## src/rtl/ufn_pkg.sv

```systemverilog
// Package for the USB frame number and endpoint interrupt enable slice.
// Assumes an AXI4-Lite register bus with 32-bit data on a 10 MHz clock.
package ufn_pkg;
	// Printed offsets are not all multiples of four: they are indices
	localparam logic [7:0]  IDX_FRAME_LO   = 8'hba;
	localparam logic [7:0]  IDX_FRAME_HI   = 8'hbb;
	localparam logic [7:0]  IDX_EP_IRQ_EN  = 8'hc2;
	localparam logic [7:0]  IDX_IRQ_STATUS = 8'hc4;
	localparam logic [7:0]  IDX_IRQ_CLEAR  = 8'hc5;
	localparam logic [7:0]  IDX_IRQ_ENABLE = 8'hc6;
	localparam logic [7:0]  IDX_EP_FLAGS   = 8'hc7;
	localparam int          ADDR_W         = 10;
	localparam int          NUM_EP         = 7;
	localparam int          FRAME_W        = 11;
	// Field positions in the high frame register
	localparam int          HI_CRC_GOOD_BIT = 5;
	localparam int          HI_CRC_BAD_BIT  = 4;
	// Interrupt status bit positions
	localparam int          IRQ_SOF_BIT    = 0;
	localparam int          IRQ_FRAME_CRC_BAD_BIT = 1;
	localparam int          IRQ_EP_BIT     = 2;
	localparam int          IRQ_W          = 3;
	// Reset values and AXI response codes
	localparam logic [7:0]  EP_EN_RESET    = 8'h00;
	localparam logic [10:0] FRAME_RESET    = 11'h000;
	localparam logic [1:0]  RESP_OKAY      = 2'b00;
	localparam logic [1:0]  RESP_SLVERR    = 2'b10;
	// Write-side slave states
	typedef enum logic [1:0]
	{
		UFN_W_IDLE = 2'b00,
		UFN_W_RESP = 2'b01
	} ufn_wstate_e;
endpackage : ufn_pkg

```

## src/rtl/ufn_ep_irq.sv

```systemverilog
// Per-endpoint interrupt flag and enable gate.
// Assumes source levels come from logic on the same clock.
`timescale 1ns/1ps
module ufn_ep_irq
(
	// Clock and reset
	input  wire logic aclk,
	input  wire logic aresetn,
	// Endpoint sources
	input  wire logic transmit_complete,
	input  wire logic receive_bank0_full,
	input  wire logic receive_bank1_full,
	input  wire logic setup_received,
	input  wire logic stall_or_crc_fault,
	input  wire logic irq_en,
	// Results
	output logic      endpoint_irq_flag,
	output logic      gated_irq
);
	// Flag follows the OR of all sources, clears itself when all drop
	always_ff @(posedge aclk)
	begin
		if (!aresetn)
			endpoint_irq_flag <= 1'b0;
		else
			endpoint_irq_flag <= transmit_complete | receive_bank0_full |
				receive_bank1_full | setup_received | stall_or_crc_fault;
	end

	// Only enabled endpoints reach the global interrupt
	assign gated_irq = endpoint_irq_flag & irq_en;

	AST_EP_FLAG_SET: assert property (@(posedge aclk) disable iff (!aresetn)
		transmit_complete |=> endpoint_irq_flag)
		else $error("flag not set by transmit complete");
	AST_EP_GATE: assert property (@(posedge aclk) disable iff (!aresetn)
		gated_irq |-> (endpoint_irq_flag && irq_en))
		else $error("gated irq without flag and enable");
endmodule : ufn_ep_irq

```

## src/rtl/ufn_frame_regs.sv

```systemverilog
// Frame number capture, endpoint interrupt enables and AXI4-Lite slave.
// Assumes the SIE front end delivers same-clock SOF strobes and sources.
//
// Function
// One enable bit per endpoint 0 to 6 sits at bits 0 to 6 and gates that endpoint.
// Bit 7 of the endpoint enable register is reserved and always reads zero.
// The good flag is set when a received frame number passes its CRC.
// The bad flag is set when a received frame number fails its CRC.
// Both CRC flags are refreshed on every frame start so they describe the last one.
// The frame start event rises on the token identifier, before the CRC result.
// The 11-bit frame number has its top 3 bits in bits 2 to 0 of the high register.
// The frame number is stored even when its CRC is bad.
// The low 8 frame bits sit in a read-only low register that ignores writes.
// The high register is read-only and bits 7, 6 and 3 read zero.
// An endpoint flag follows the OR of its five sources and clears when all drop.
// The global interrupt from an endpoint needs both its flag and its enable.
// Reset clears frame number and flags; all 11 bits load at once.
`timescale 1ns/1ps
module ufn_frame_regs
	import ufn_pkg::*;
(
	// Clock and reset
	input  wire logic                aclk,
	input  wire logic                aresetn,
	// AXI4-Lite write address and data
	input  wire logic [ADDR_W-1:0]   s_axi_awaddr,
	input  wire logic                s_axi_awvalid,
	output logic                     s_axi_awready,
	input  wire logic [31:0]         s_axi_wdata,
	input  wire logic [3:0]          s_axi_wstrb,
	input  wire logic                s_axi_wvalid,
	output logic                     s_axi_wready,
	// AXI4-Lite write response
	output logic [1:0]               s_axi_bresp,
	output logic                     s_axi_bvalid,
	input  wire logic                s_axi_bready,
	// AXI4-Lite read
	input  wire logic [ADDR_W-1:0]   s_axi_araddr,
	input  wire logic                s_axi_arvalid,
	output logic                     s_axi_arready,
	output logic [31:0]              s_axi_rdata,
	output logic [1:0]               s_axi_rresp,
	output logic                     s_axi_rvalid,
	input  wire logic                s_axi_rready,
	// Frame start from the packet decoder
	input  wire logic                sof_pid_seen,
	input  wire logic                sof_done,
	input  wire logic                sof_crc_ok,
	input  wire logic [FRAME_W-1:0]  sof_frame,
	// Endpoint interrupt sources, one bit per endpoint
	input  wire logic [NUM_EP-1:0]   transmit_complete,
	input  wire logic [NUM_EP-1:0]   receive_bank0_full,
	input  wire logic [NUM_EP-1:0]   receive_bank1_full,
	input  wire logic [NUM_EP-1:0]   setup_received,
	input  wire logic [NUM_EP-1:0]   stall_or_crc_fault,
	// Status towards the controller
	output logic                     frame_start_event,
	output logic [NUM_EP-1:0]        endpoint_irq_flag,
	output logic                     usb_irq,
	output logic                     irq
);
	logic [FRAME_W-1:0] frame_count_r;
	logic               frame_crc_good_r;
	logic               frame_crc_bad_r;
	logic [NUM_EP-1:0]  ep_irq_en_r;
	logic [IRQ_W-1:0]   irq_status_r;
	logic [IRQ_W-1:0]   irq_enable_r;
	logic [NUM_EP-1:0]  ep_gated;
	logic [NUM_EP-1:0]  ep_flag_w;
	ufn_wstate_e        wstate_r;
	logic               aw_held_r;
	logic               w_held_r;
	logic [ADDR_W-1:0]  awaddr_r;
	logic [31:0]        wdata_r;
	logic [3:0]         wstrb_r;
	logic               wr_fire;
	logic [7:0]         wr_idx;
	logic [7:0]         rd_idx;
	logic [31:0]        rd_val;
	logic               rd_hit;
	logic [IRQ_W-1:0]   irq_events;
	logic [IRQ_W-1:0]   irq_clear;

	// One flag-and-gate cell per endpoint
	genvar g;
	generate
		for (g = 0; g < NUM_EP; g++)
		begin : g_ep
			ufn_ep_irq u_ep
			(
				.aclk               (aclk),
				.aresetn            (aresetn),
				.transmit_complete  (transmit_complete[g]),
				.receive_bank0_full (receive_bank0_full[g]),
				.receive_bank1_full (receive_bank1_full[g]),
				.setup_received     (setup_received[g]),
				.stall_or_crc_fault (stall_or_crc_fault[g]),
				.irq_en             (ep_irq_en_r[g]),
				.endpoint_irq_flag  (ep_flag_w[g]),
				.gated_irq          (ep_gated[g])
			);
		end
	endgenerate

	// Frame start event on the token identifier, not the CRC
	always_ff @(posedge aclk)
	begin
		if (!aresetn)
			frame_start_event <= 1'b0;
		else
			frame_start_event <= sof_pid_seen;
	end

	// Whole frame number and both flags load together, bad CRC or not
	always_ff @(posedge aclk)
	begin
		if (!aresetn)
		begin
			frame_count_r    <= FRAME_RESET;
			frame_crc_good_r <= 1'b0;
			frame_crc_bad_r  <= 1'b0;
		end
		else if (sof_done)
		begin
			frame_count_r    <= sof_frame;
			frame_crc_good_r <= sof_crc_ok;
			frame_crc_bad_r  <= !sof_crc_ok;
		end
	end

	// Endpoint outputs registered; global line from gated flags
	always_ff @(posedge aclk)
	begin
		if (!aresetn)
		begin
			endpoint_irq_flag <= '0;
			usb_irq           <= 1'b0;
		end
		else
		begin
			endpoint_irq_flag <= ep_flag_w;
			usb_irq           <= |ep_gated;
		end
	end

	// Write path: address and data taken in either order
	assign wr_fire = aw_held_r && w_held_r && (wstate_r == UFN_W_IDLE);
	assign wr_idx  = awaddr_r[ADDR_W-1:2];

	always_ff @(posedge aclk)
	begin
		if (!aresetn)
		begin
			aw_held_r     <= 1'b0;
			w_held_r      <= 1'b0;
			awaddr_r      <= '0;
			wdata_r       <= '0;
			wstrb_r       <= '0;
			s_axi_awready <= 1'b0;
			s_axi_wready  <= 1'b0;
			s_axi_bvalid  <= 1'b0;
			s_axi_bresp   <= RESP_OKAY;
			wstate_r      <= UFN_W_IDLE;
		end
		else
		begin
			s_axi_awready <= !aw_held_r && !s_axi_awready && (wstate_r == UFN_W_IDLE);
			s_axi_wready  <= !w_held_r && !s_axi_wready && (wstate_r == UFN_W_IDLE);
			if (s_axi_awvalid && s_axi_awready)
			begin
				aw_held_r     <= 1'b1;
				awaddr_r      <= s_axi_awaddr;
				s_axi_awready <= 1'b0;
			end
			if (s_axi_wvalid && s_axi_wready)
			begin
				w_held_r     <= 1'b1;
				wdata_r      <= s_axi_wdata;
				wstrb_r      <= s_axi_wstrb;
				s_axi_wready <= 1'b0;
			end
			case (wstate_r)
				UFN_W_IDLE:
				begin
					if (wr_fire)
					begin
						aw_held_r     <= 1'b0;
						w_held_r      <= 1'b0;
						s_axi_awready <= 1'b0;
						s_axi_wready  <= 1'b0;
						s_axi_bvalid  <= 1'b1;
						// Read-only registers answer OKAY and keep their value
						s_axi_bresp   <= (wr_idx == IDX_FRAME_LO || wr_idx == IDX_FRAME_HI ||
							wr_idx == IDX_EP_IRQ_EN || wr_idx == IDX_IRQ_STATUS ||
							wr_idx == IDX_IRQ_CLEAR || wr_idx == IDX_IRQ_ENABLE ||
							wr_idx == IDX_EP_FLAGS) ? RESP_OKAY : RESP_SLVERR;
						wstate_r      <= UFN_W_RESP;
					end
				end
				UFN_W_RESP:
				begin
					s_axi_awready <= 1'b0;
					s_axi_wready  <= 1'b0;
					if (s_axi_bready)
					begin
						s_axi_bvalid <= 1'b0;
						wstate_r     <= UFN_W_IDLE;
					end
				end
				default: wstate_r <= UFN_W_IDLE;
			endcase
		end
	end

	// Software-written enables; bit 7 never stored
	always_ff @(posedge aclk)
	begin
		if (!aresetn)
		begin
			ep_irq_en_r  <= EP_EN_RESET[NUM_EP-1:0];
			irq_enable_r <= '0;
		end
		else if (wr_fire && wstrb_r[0])
		begin
			if (wr_idx == IDX_EP_IRQ_EN)
				ep_irq_en_r <= wdata_r[NUM_EP-1:0];
			if (wr_idx == IDX_IRQ_ENABLE)
				irq_enable_r <= wdata_r[IRQ_W-1:0];
		end
	end

	// Sticky status; a new event wins over a clear in the same cycle
	assign irq_events = {|ep_gated, sof_done & !sof_crc_ok, sof_pid_seen};
	assign irq_clear  = (wr_fire && wstrb_r[0] && wr_idx == IDX_IRQ_CLEAR) ?
		wdata_r[IRQ_W-1:0] : '0;

	always_ff @(posedge aclk)
	begin
		if (!aresetn)
		begin
			irq_status_r <= '0;
			irq <= 1'b0;
		end
		else
		begin
			irq_status_r <= (irq_status_r & ~irq_clear) | irq_events;
			irq <= |(((irq_status_r & ~irq_clear) | irq_events) & irq_enable_r);
		end
	end

	// Read decode; reserved bits read zero
	assign rd_idx = s_axi_araddr[ADDR_W-1:2];

	always_comb
	begin
		rd_val = 32'h0000_0000;
		rd_hit = 1'b1;
		case (rd_idx)
			IDX_FRAME_LO:   rd_val[7:0] = frame_count_r[7:0];
			IDX_FRAME_HI:   rd_val[7:0] = {2'b00, frame_crc_good_r, frame_crc_bad_r, 1'b0,
				frame_count_r[10:8]};
			IDX_EP_IRQ_EN:  rd_val[7:0] = {1'b0, ep_irq_en_r};
			IDX_IRQ_STATUS: rd_val[IRQ_W-1:0] = irq_status_r;
			IDX_IRQ_CLEAR:  rd_val = 32'h0000_0000;
			IDX_IRQ_ENABLE: rd_val[IRQ_W-1:0] = irq_enable_r;
			IDX_EP_FLAGS:   rd_val[NUM_EP-1:0] = endpoint_irq_flag;
			default:        rd_hit = 1'b0;
		endcase
	end

	// Read answer one cycle after the address is taken
	always_ff @(posedge aclk)
	begin
		if (!aresetn)
		begin
			s_axi_arready <= 1'b0;
			s_axi_rvalid  <= 1'b0;
			s_axi_rdata   <= 32'h0000_0000;
			s_axi_rresp   <= RESP_OKAY;
		end
		else
		begin
			s_axi_arready <= !s_axi_rvalid && !s_axi_arready && s_axi_arvalid;
			if (s_axi_arvalid && s_axi_arready)
			begin
				s_axi_arready <= 1'b0;
				s_axi_rvalid  <= 1'b1;
				s_axi_rdata   <= rd_val;
				s_axi_rresp   <= rd_hit ? RESP_OKAY : RESP_SLVERR;
			end
			else if (s_axi_rvalid && s_axi_rready)
				s_axi_rvalid <= 1'b0;
		end
	end

	AST_SOF_FAST: assert property (@(posedge aclk) disable iff (!aresetn)
		sof_pid_seen |=> frame_start_event)
		else $error("frame start event late");
	AST_CRC_GOOD: assert property (@(posedge aclk) disable iff (!aresetn)
		(sof_done && sof_crc_ok) |=> (frame_crc_good_r && !frame_crc_bad_r))
		else $error("good flag not set");
	AST_CRC_BAD: assert property (@(posedge aclk) disable iff (!aresetn)
		(sof_done && !sof_crc_ok) |=> (frame_crc_bad_r && !frame_crc_good_r))
		else $error("bad flag not set");
	AST_FLAGS_HOLD: assert property (@(posedge aclk) disable iff (!aresetn)
		!sof_done |=> ($stable(frame_crc_good_r) && $stable(frame_crc_bad_r)))
		else $error("flags moved without a frame");
	AST_FRAME_LOAD: assert property (@(posedge aclk) disable iff (!aresetn)
		sof_done |=> (frame_count_r == $past(sof_frame)))
		else $error("frame number not loaded");
	AST_FRAME_BAD_LOAD: assert property (@(posedge aclk) disable iff (!aresetn)
		(sof_done && !sof_crc_ok) |=> (frame_count_r == $past(sof_frame)))
		else $error("frame number skipped on bad crc");
	AST_FRAME_RO: assert property (@(posedge aclk) disable iff (!aresetn)
		(!sof_done && wr_fire) |=> $stable(frame_count_r))
		else $error("write changed frame number");
	AST_HI_RSVD: assert property (@(posedge aclk) disable iff (!aresetn)
		(s_axi_rvalid && $past(rd_idx) == IDX_FRAME_HI && $rose(s_axi_rvalid))
		|-> (s_axi_rdata[7:6] == 2'b00 && !s_axi_rdata[3]))
		else $error("high register reserved bits set");
	AST_EN_RSVD: assert property (@(posedge aclk) disable iff (!aresetn)
		($rose(s_axi_rvalid) && $past(rd_idx) == IDX_EP_IRQ_EN) |-> !s_axi_rdata[7])
		else $error("enable bit 7 reads one");
	AST_USB_IRQ: assert property (@(posedge aclk) disable iff (!aresetn)
		usb_irq |-> $past(|(ep_flag_w & ep_irq_en_r)))
		else $error("global irq without enabled flag");
	AST_RESET_CLR: assert property (@(posedge aclk)
		!aresetn |=> (frame_count_r == FRAME_RESET && !frame_crc_bad_r))
		else $error("reset did not clear frame state");
	// Event pulse must trace back to a token one cycle earlier
	AST_SOF_CAUSE: assert property (@(posedge aclk) disable iff (!aresetn)
		frame_start_event |-> $past(sof_pid_seen))
		else $error("frame start event without token");
	// A clear must never swallow an event of the same cycle
	AST_SET_WINS: assert property (@(posedge aclk) disable iff (!aresetn)
		(irq_events != '0) |=> ((irq_status_r & $past(irq_events)) == $past(irq_events)))
		else $error("status event lost to a clear");

	COV_SOF_GOOD: cover property (@(posedge aclk) disable iff (!aresetn)
		sof_done && sof_crc_ok);
	COV_SOF_BAD: cover property (@(posedge aclk) disable iff (!aresetn)
		sof_done && !sof_crc_ok);
	COV_USB_IRQ: cover property (@(posedge aclk) disable iff (!aresetn) $rose(usb_irq));
	COV_WRITE: cover property (@(posedge aclk) disable iff (!aresetn)
		s_axi_bvalid && s_axi_bready);
endmodule : ufn_frame_regs

```

## config.mk

```make
export PLATFORM = sky130hd
export DESIGN_NAME = ufn_frame_regs
export DESIGN_NICKNAME = d
export VERILOG_FILES = /design/src/rtl/ufn_pkg.sv /design/src/rtl/ufn_ep_irq.sv /design/src/rtl/ufn_frame_regs.sv
export SDC_FILE = /design/constraint.sdc
export NUM_CORES = 1
export LEC_CHECK = 0
export ABC_AREA = 1
export BUFFER_PORTS_ARGS = -buffer_cell sky130_fd_sc_hd__buf_2
export CAP_MARGIN = 10
export CORE_ASPECT_RATIO = 1.75
export CORE_MARGIN = 2
export CORE_UTILIZATION = 50
export CTS_CLUSTER_SIZE = 8
export DETAILED_ROUTE_END_ITERATION = 8
export HOLD_SLACK_MARGIN = 0.05
export PLACE_DENSITY = 0.94
export SKIP_LAST_GASP = 1
export SLEW_MARGIN = 20
export SYNTH_ARGS = -nofsm -noshare
export SYNTH_HDL_FRONTEND = slang
export SYNTH_SLANG_ARGS = --single-unit
```

## constraint.sdc

```tcl
create_clock -name aclk -period 3 [get_ports aclk]
set_input_delay 0.3 -clock aclk [delete_from_list [all_inputs] [get_ports aclk]]
set_output_delay 0.3 -clock aclk [all_outputs]
set_load 0.01 [all_outputs]
```

==> results of run 1 <==
==> worst max-delay path by stage <==
stage / startpoint / endpoint / slack [ns]
2_1_floorplan: s_axi_bvalid / irq_enable_r[0] / 1.80
3_3_place_gp: aresetn / irq / 1.44
3_5_place_dp: aresetn / irq / 1.35
4_1_cts: aresetn / irq / 1.68
5_1_grt: awaddr_r[4] / irq / 1.53
6_report: aresetn / irq / 1.66
==> flip-flops by register name (all words and copies together), names as in the netlist, 7 cells and up <==
| register | count |
|---|---|
| wdata_r | 7 |
| endpoint_irq_flag | 7 |
| s_axi_rdata | 8 |
| awaddr_r | 8 |
| ep_irq_en_r | 7 |
| frame_count_r | 11 |
| g_ep.u_ep.endpoint_irq_flag | 7 |
==> logic make-up (layout without fill, tap and decap cells) <==
family	Yosys count	count (layout)	synth area share
AOI/OAI and AO/OA	80	80	0.128
and+or+nand+nor	217	217	0.295
DFF	76	76	0.447
buffers and inverters	85	167	0.128
other	1	26	0.00110
==> through the flow <==
stage          total power, mW  setup slack, ns
5_1_grt                   2.63             1.53
2_1_floorplan             1.27             1.80
3_3_place_gp              1.33             1.44
4_1_cts                   2.56             1.68
6_report                  2.54             1.66
3_5_place_dp              1.34             1.35
==> critical path, delay by kind of cell <==
kind | cells | cell delay [ns]
simple gates | 5 | 0.36
buf+inv | 3 | 0.94
==> layout by cell type, fill, tap and decap left out, types with 2 or more instances in the layout <==
master / synthesis / layout
nor2_1: 77 / 77
nor2_2: 2 / 2
nor4_1: 2 / 2
inv_1: 43 / 43
nand3_2: 2 / 2
dfxtp_1: 76 / 76
nand2_1: 77 / 77
nor2_4: 5 / 5
or2_2: 7 / 7
o21ai_1: 9 / 9
nand3_1: 32 / 32
bufinv_16: 0 / 3
clkinv_2: 1 / 2
nor3_1: 2 / 2
o21ai_0: 38 / 38
a21oi_1: 23 / 23
o41ai_1: 7 / 7
clkbuf_16: 0 / 9
conb_1: 1 / 26
nand2_2: 5 / 5
buf_2: 4 / 104
==> cell type report <==
class	instances	area share
repair buffers	105	0.125
multi-input cells	323	0.366
inverters	46	0.0425
clock buffers	10	0.0544
flip-flops and latches	76	0.361
well taps	82	0.0244
clock inverters	6	0.0264
==> layer usage <==
layer	global-route usage	part of all wire
met1	0.224	0.36
met2	0.438	0.57
met3	0.0596	0.047
met4	0.114	0.028
met5	0	0
==> report_power, final <==
group          leakage (nW)  internal (mW)  total [mW]  switching (mW)
combinational          1.37         0.0896       0.227           0.138
sequential            0.625           1.06        1.10          0.0337
clock                 0.163          0.813        1.21           0.399
==> flow_summary.yaml, run 1 <==
status:
  run_status: "complete, no violations"
route:
  drt_iter0_drc: 169
  wl_per_cell_um: 12.7
  drt_pass1_iterations: 5
  wl_mm: 8.22
  avgViaCountPerCell: 4.93
  drc: 0
  vias: 3193
  ant_nets: 0
yosys:
  netlist_top_cells_area: "dfxtp_1 (45%), nand2_1 (8.5%), nor2_1 (8.5%), buf_4 (5.7%), o21ai_0 (5.6%)"
  yosysWarnings: 0
  yosys_most_used_dff: "dfxtp_1"
  synth.distinct_cells: 34
  synth_edf_count: 0
  synth_top_cell_area_share: 0.447
  yosys.area.top_type: "dfxtp_1"
  ys_ff_latch: 76
  yosysSeqAreaShare: 0.447
  synth_area_per_cell_um2: 7.41
  syn_area_mm2: 0.00340
  ys_async_sr_fraction: 0
  synthCells: 459
  synth_common_cells: "nand2_1 (77), nor2_1 (77), dfxtp_1 (76)"
cts:
  cts_root_buf: "clkbuf_16"
  cts_num_sinks: 76
  post_cts_buffers: 0
  post_cts_resized: 0
  tritoncts: "yes"
  ctsHoldBuffers: 0
  clk_pin_slew_ns: 0.06
  cts_max_path_buffers: 2
  worstSkewPairLatency_ns: 0.34
  cts_max_level: 3
  cts_made_buffers: 9
grt:
  grt_use_total: 0.233
  grt_max_degree: 37
  grt_antenna_before_repair: 0
  grt_pass1_wl_mm: 13.4
  grt_pass1_vias: 3137
  overflow: 0
timing:
  worst_slew_pin_slew_ns: 0.627
  max_freq_mhz: 745
  relSlewSlack: 0.582
  setup_violations: 0
  rsz0062_at_grt: "false"
  finalCritPeriodShare: 0.447
  hold_viol_final: 0
  fin_hold_ws_ns: 0.169
  maxSlewViolCount: 0
  period_needed_ns: 1.34
  skew_ns: 0.00758
  timing.setup.tns_ns: 0
worst_setup_path:
  crit_slowest_cell: "buf_2"
  worstRegToRegCells: 7
  critical_path_class: "in -> reg"
  ff2ff_setup_slack_ns: 1.70
  crit_path_frequent_cell: "nand2_1"
  cpPeakStageDelay_ns: 0.49
  r2r_start: "s_axi_bvalid"
  startpoint_type: "input pin"
  end_kind: "register"
  arrival_ns: 1.61
  crit_required_ns: 3.27
  path_cells: "buf_2 -> buf_4 -> nand2_1 -> inv_1 -> nand2_1 -> nand2_1 -> nand2_1 -> nand3_1"
  cp_max_fo: 36
  worst_r2r_endpoint: "irq"
run:
  maxCapViolCount: 0
place:
  dp_hpwl_mm: 6.41
  portBuffers: 104
  dpl.cell_count: 632
  placed_area_mm2: 0.00387
  gp_congestion: 0.902
finish:
  area_growth_pct: 23.8
  fin_area_mm2: 0.00421
  fin_cells: 648
  n_antenna_cell: 0
  multi_input_area_mm2: 0.00154
  regArea_mm2: 0.00152
  layout.nets: 673
  fillCellCount: 591
  fin_util: 0.644
  drive_gt1_frac: 0.263
worst_hold_path:
  worst_hold_path.endpoint: "g_ep[6].u_ep.endpoint_irq_flag"
  min_path_type: "in -> reg"
  hp-start: "stall_or_crc_fault[6]"
  hold_depth: 3
floorplan:
  fp.dieH_um: 113
  fp.dieW_um: 66.4
  rows: 39
  start_util: 0.520
  placeableCoreArea_mm2: 0.00654
  io_pins: 163
  die-area_mm2: 0.00751
pwr:
  p_leak_nw: 2.16
  p_per_area_mw_per_mm2: 602
  vdd_drop_max_mv: 0.450
(Power assumes the default switching activity.)
==> inputs of run 2 (changes only) <==
--- a/config.mk
+++ b/config.mk
@@ -10,11 +10,11 @@
 export CAP_MARGIN = 10
 export CORE_ASPECT_RATIO = 1.75
 export CORE_MARGIN = 2
-export CORE_UTILIZATION = 50
+export CORE_UTILIZATION = 42
 export CTS_CLUSTER_SIZE = 8
 export DETAILED_ROUTE_END_ITERATION = 8
 export HOLD_SLACK_MARGIN = 0.05
-export PLACE_DENSITY = 0.94
+export PLACE_DENSITY = 0.85
 export SKIP_LAST_GASP = 1
 export SLEW_MARGIN = 20
 export SYNTH_ARGS = -nofsm -noshare
==> constraint.sdc (replaced) <==
create_clock -name aclk -period 1.15 [get_ports aclk]
set_input_delay 0.115 -clock aclk [delete_from_list [all_inputs] [get_ports aclk]]
set_output_delay 0.115 -clock aclk [all_outputs]
set_load 0.01 [all_outputs]
==> run 2 against run 1 <==
The flow now finishes with violations (negative setup slack). Register-to-register slack got worse by 1.8 ns. Sequential share of layout area decreased by 4.8 points. Global-route usage shrank 1.7 points. Critical path depth decreased by 1. Routed wire length rose by 15%. Sequential power increased to 2.6 times the previous value. Cell count grew 11%. Non-clock buffer count grew 64. Clock skew shrank 0.0028 ns. Die area rose by 18%. Combinational power rose to 3.5 times the previous value. Clock-buffer cell count grew 1. Highest routed layer unchanged.
==> flow_summary.yaml, run 2 (synthesis gave the netlist of run 1 again) <==
floorplan:
  rows: 43
  placeableCoreArea_mm2: 0.00791
  fp.dieH_um: 123
  io_pins: 163
  start_util: 0.430
  fp.dieW_um: 72.0
  die-area_mm2: 0.00886
finish:
  n_antenna_cell: 0
  reg_top3: "frame_count_r (11), awaddr_r (8), s_axi_rdata (8)"
  area_growth_pct: 43.4
  mostFrequentLayoutCell: "buf_2"
  fillCellCount: 665
  layout.nets: 737
  fin_util: 0.617
  mostFrequentLayoutCells: "buf_2 (103), nand2_1 (73), nor2_1 (71)"
  regMostFlops: "frame_count_r"
  drive_gt1_frac: 0.319
  largest_register_ffs: 11
pwr:
  p_per_area_mw_per_mm2: 1330
  vdd_drop_max_mv: 0.834
  p_total_mw: 6.50
  p_leak_nw: 2.47
worst_setup_path:
  startpoint: "awaddr_r[3]"
  worst-path-stages: 7
  r2r_start: "awaddr_r[3]"
  path_buf_inv: 2
  crit_slowest_cell: "dfxtp_1"
  worstRegToRegCells: 7
  cp-endpoint: "ep_irq_en_r[6]"
  critical_path_class: "reg -> reg"
  cpPeakStageDelay_ns: 0.39
  worst_r2r_endpoint: "ep_irq_en_r[6]"
  end_kind: "register"
  ff2ff_setup_slack_ns: -0.08
  path_cells: "inv_1 -> nor2_2 -> inv_1 -> nor2_2 -> nand2_4 -> o21ai_2 -> nor2_1"
  startpoint_type: "register"
  cp_max_fo: 8
  crit_required_ns: 1.38
  cpLargestDelayFamily: "simple AND/OR/NAND/NOR gates"
  arrival_ns: 1.45
timing:
  setup_ws_ns: -0.0761
  maxSlewViolCount: 0
  skew_ns: 0.00480
  period_needed_ns: 1.23
  setup_violations: 11
  max_freq_mhz: 816
  finalCritPeriodShare: 1.07
  rsz0062_at_grt: "true"
  hold_viol_final: 0
  fin_hold_ws_ns: 0.0538
route:
  vias: 3509
  drc: 0
  ant_nets: 0
  drt_pass1_iterations: 5
  wl_mm: 9.45
  drt_iter0_drc: 185
  wl_per_cell_um: 13.1
  avgViaCountPerCell: 4.87
worst_hold_path:
  min_path_type: "in -> reg"
cts:
  tritoncts: "yes"
  cts_root_buf: "clkbuf_16"
  worstSkewPairLatency_ns: 0.33
  cts_max_path_buffers: 2
  cts_made_buffers: 9
  cts_num_sinks: 76
  clk_pin_slew_ns: 0.06
  cts_max_level: 3
place:
  gp_congestion: 0.904
  dp_hpwl_mm: 6.50
  portBuffers: 104
grt:
  overflow: 0
  grt_pass1_vias: 3415
  grt_pass1_wl_mm: 14.7
  grt_max_degree: 34
  grt_antenna_before_repair: 0
  grt_use_total: 0.216
run:
  maxCapViolCount: 0
status:
  run_status: "complete, but fails checks"
  violations: "negative setup slack"
[run 2: changes by cell type in the layout (fill, tap and decap cells not counted), sizes merged]
cell and change:
buf +25, bufinv -2, clkbuf +1, clkinv +3, clkinvlp -1, dlygate4sd3 +39
inv -1
[run 2: final cells by class]
| class | count | area [um^2] | area share |
|---|---|---|---|
| Clock buffer | 11 | 253 | 0.0518 |
| Clock inverter | 5 | 50.0 | 0.0103 |
| Inverter | 46 | 179 | 0.0367 |
| Multi-Input combinational cell | 323 | 1620 | 0.333 |
| Sequential cell | 76 | 1530 | 0.313 |
| Tap cell | 90 | 113 | 0.0231 |
| Timing Repair Buffer | 169 | 1130 | 0.232 |
[run 2: stage by stage]
stage | setup WS (ns) | TNS (ns) | std cells | area, um^2
after CTS | -0.0678 | -0.366 | 720 | 4810
after global placement | -0.106 | -0.571 | 664 | 4090
after detailed placement | -0.129 | -1.12 | 664 | 4090
final | -0.0761 | -0.679 | 720 | 4880
after floorplan | -0.00370 | -0.0111 | 484 | 3500
after global routing | -0.146 | -1.40 | 720 | 4880
[run 2: metal layers]
layer,global-route usage,wire (um)
met2,0.407,5240
met4,0.124,418
met1,0.207,3290
met5,0,0
met3,0.0538,489
[run 2: report_power, final]
part	switching (mW)	internal [mW]	total, mW
clock	1.05	1.78	2.83
combinational	0.421	0.385	0.805
sequential	0.0980	2.78	2.87
[run 2: worst min path at each step]
stage,start,cells past startpoint,slack [ns],end
2_1_floorplan,sof_pid_seen,2,0.23,frame_start_event
3_3_place_gp,stall_or_crc_fault[2],3,0.32,g_ep[2].u_ep.endpoint_irq_flag
3_5_place_dp,stall_or_crc_fault[4],3,0.32,g_ep[4].u_ep.endpoint_irq_flag
4_1_cts,transmit_complete[0],4,0.06,g_ep[0].u_ep.endpoint_irq_flag
5_1_grt,transmit_complete[4],4,0.07,g_ep[4].u_ep.endpoint_irq_flag
6_report,s_axi_awaddr[7],3,0.05,awaddr_r[7]
[run 2: worst reg2reg max path: stages, from the launching register on]
cell and delay, ns:
dfxtp_1 0.39, inv_1 0.09, nor2_2 0.11, inv_1 0.06
nor2_2 0.14, nand2_4 0.12, o21ai_2 0.16, nor2_1 0.05
[run 2: timing repair]
action,in CTS,in global routing
hold endpoints to repair,24,0
pin swaps,6,16
setup endpoints to repair,12,23
gates resized for setup,14,21
setup buffers,1,1
hold buffers,39,0
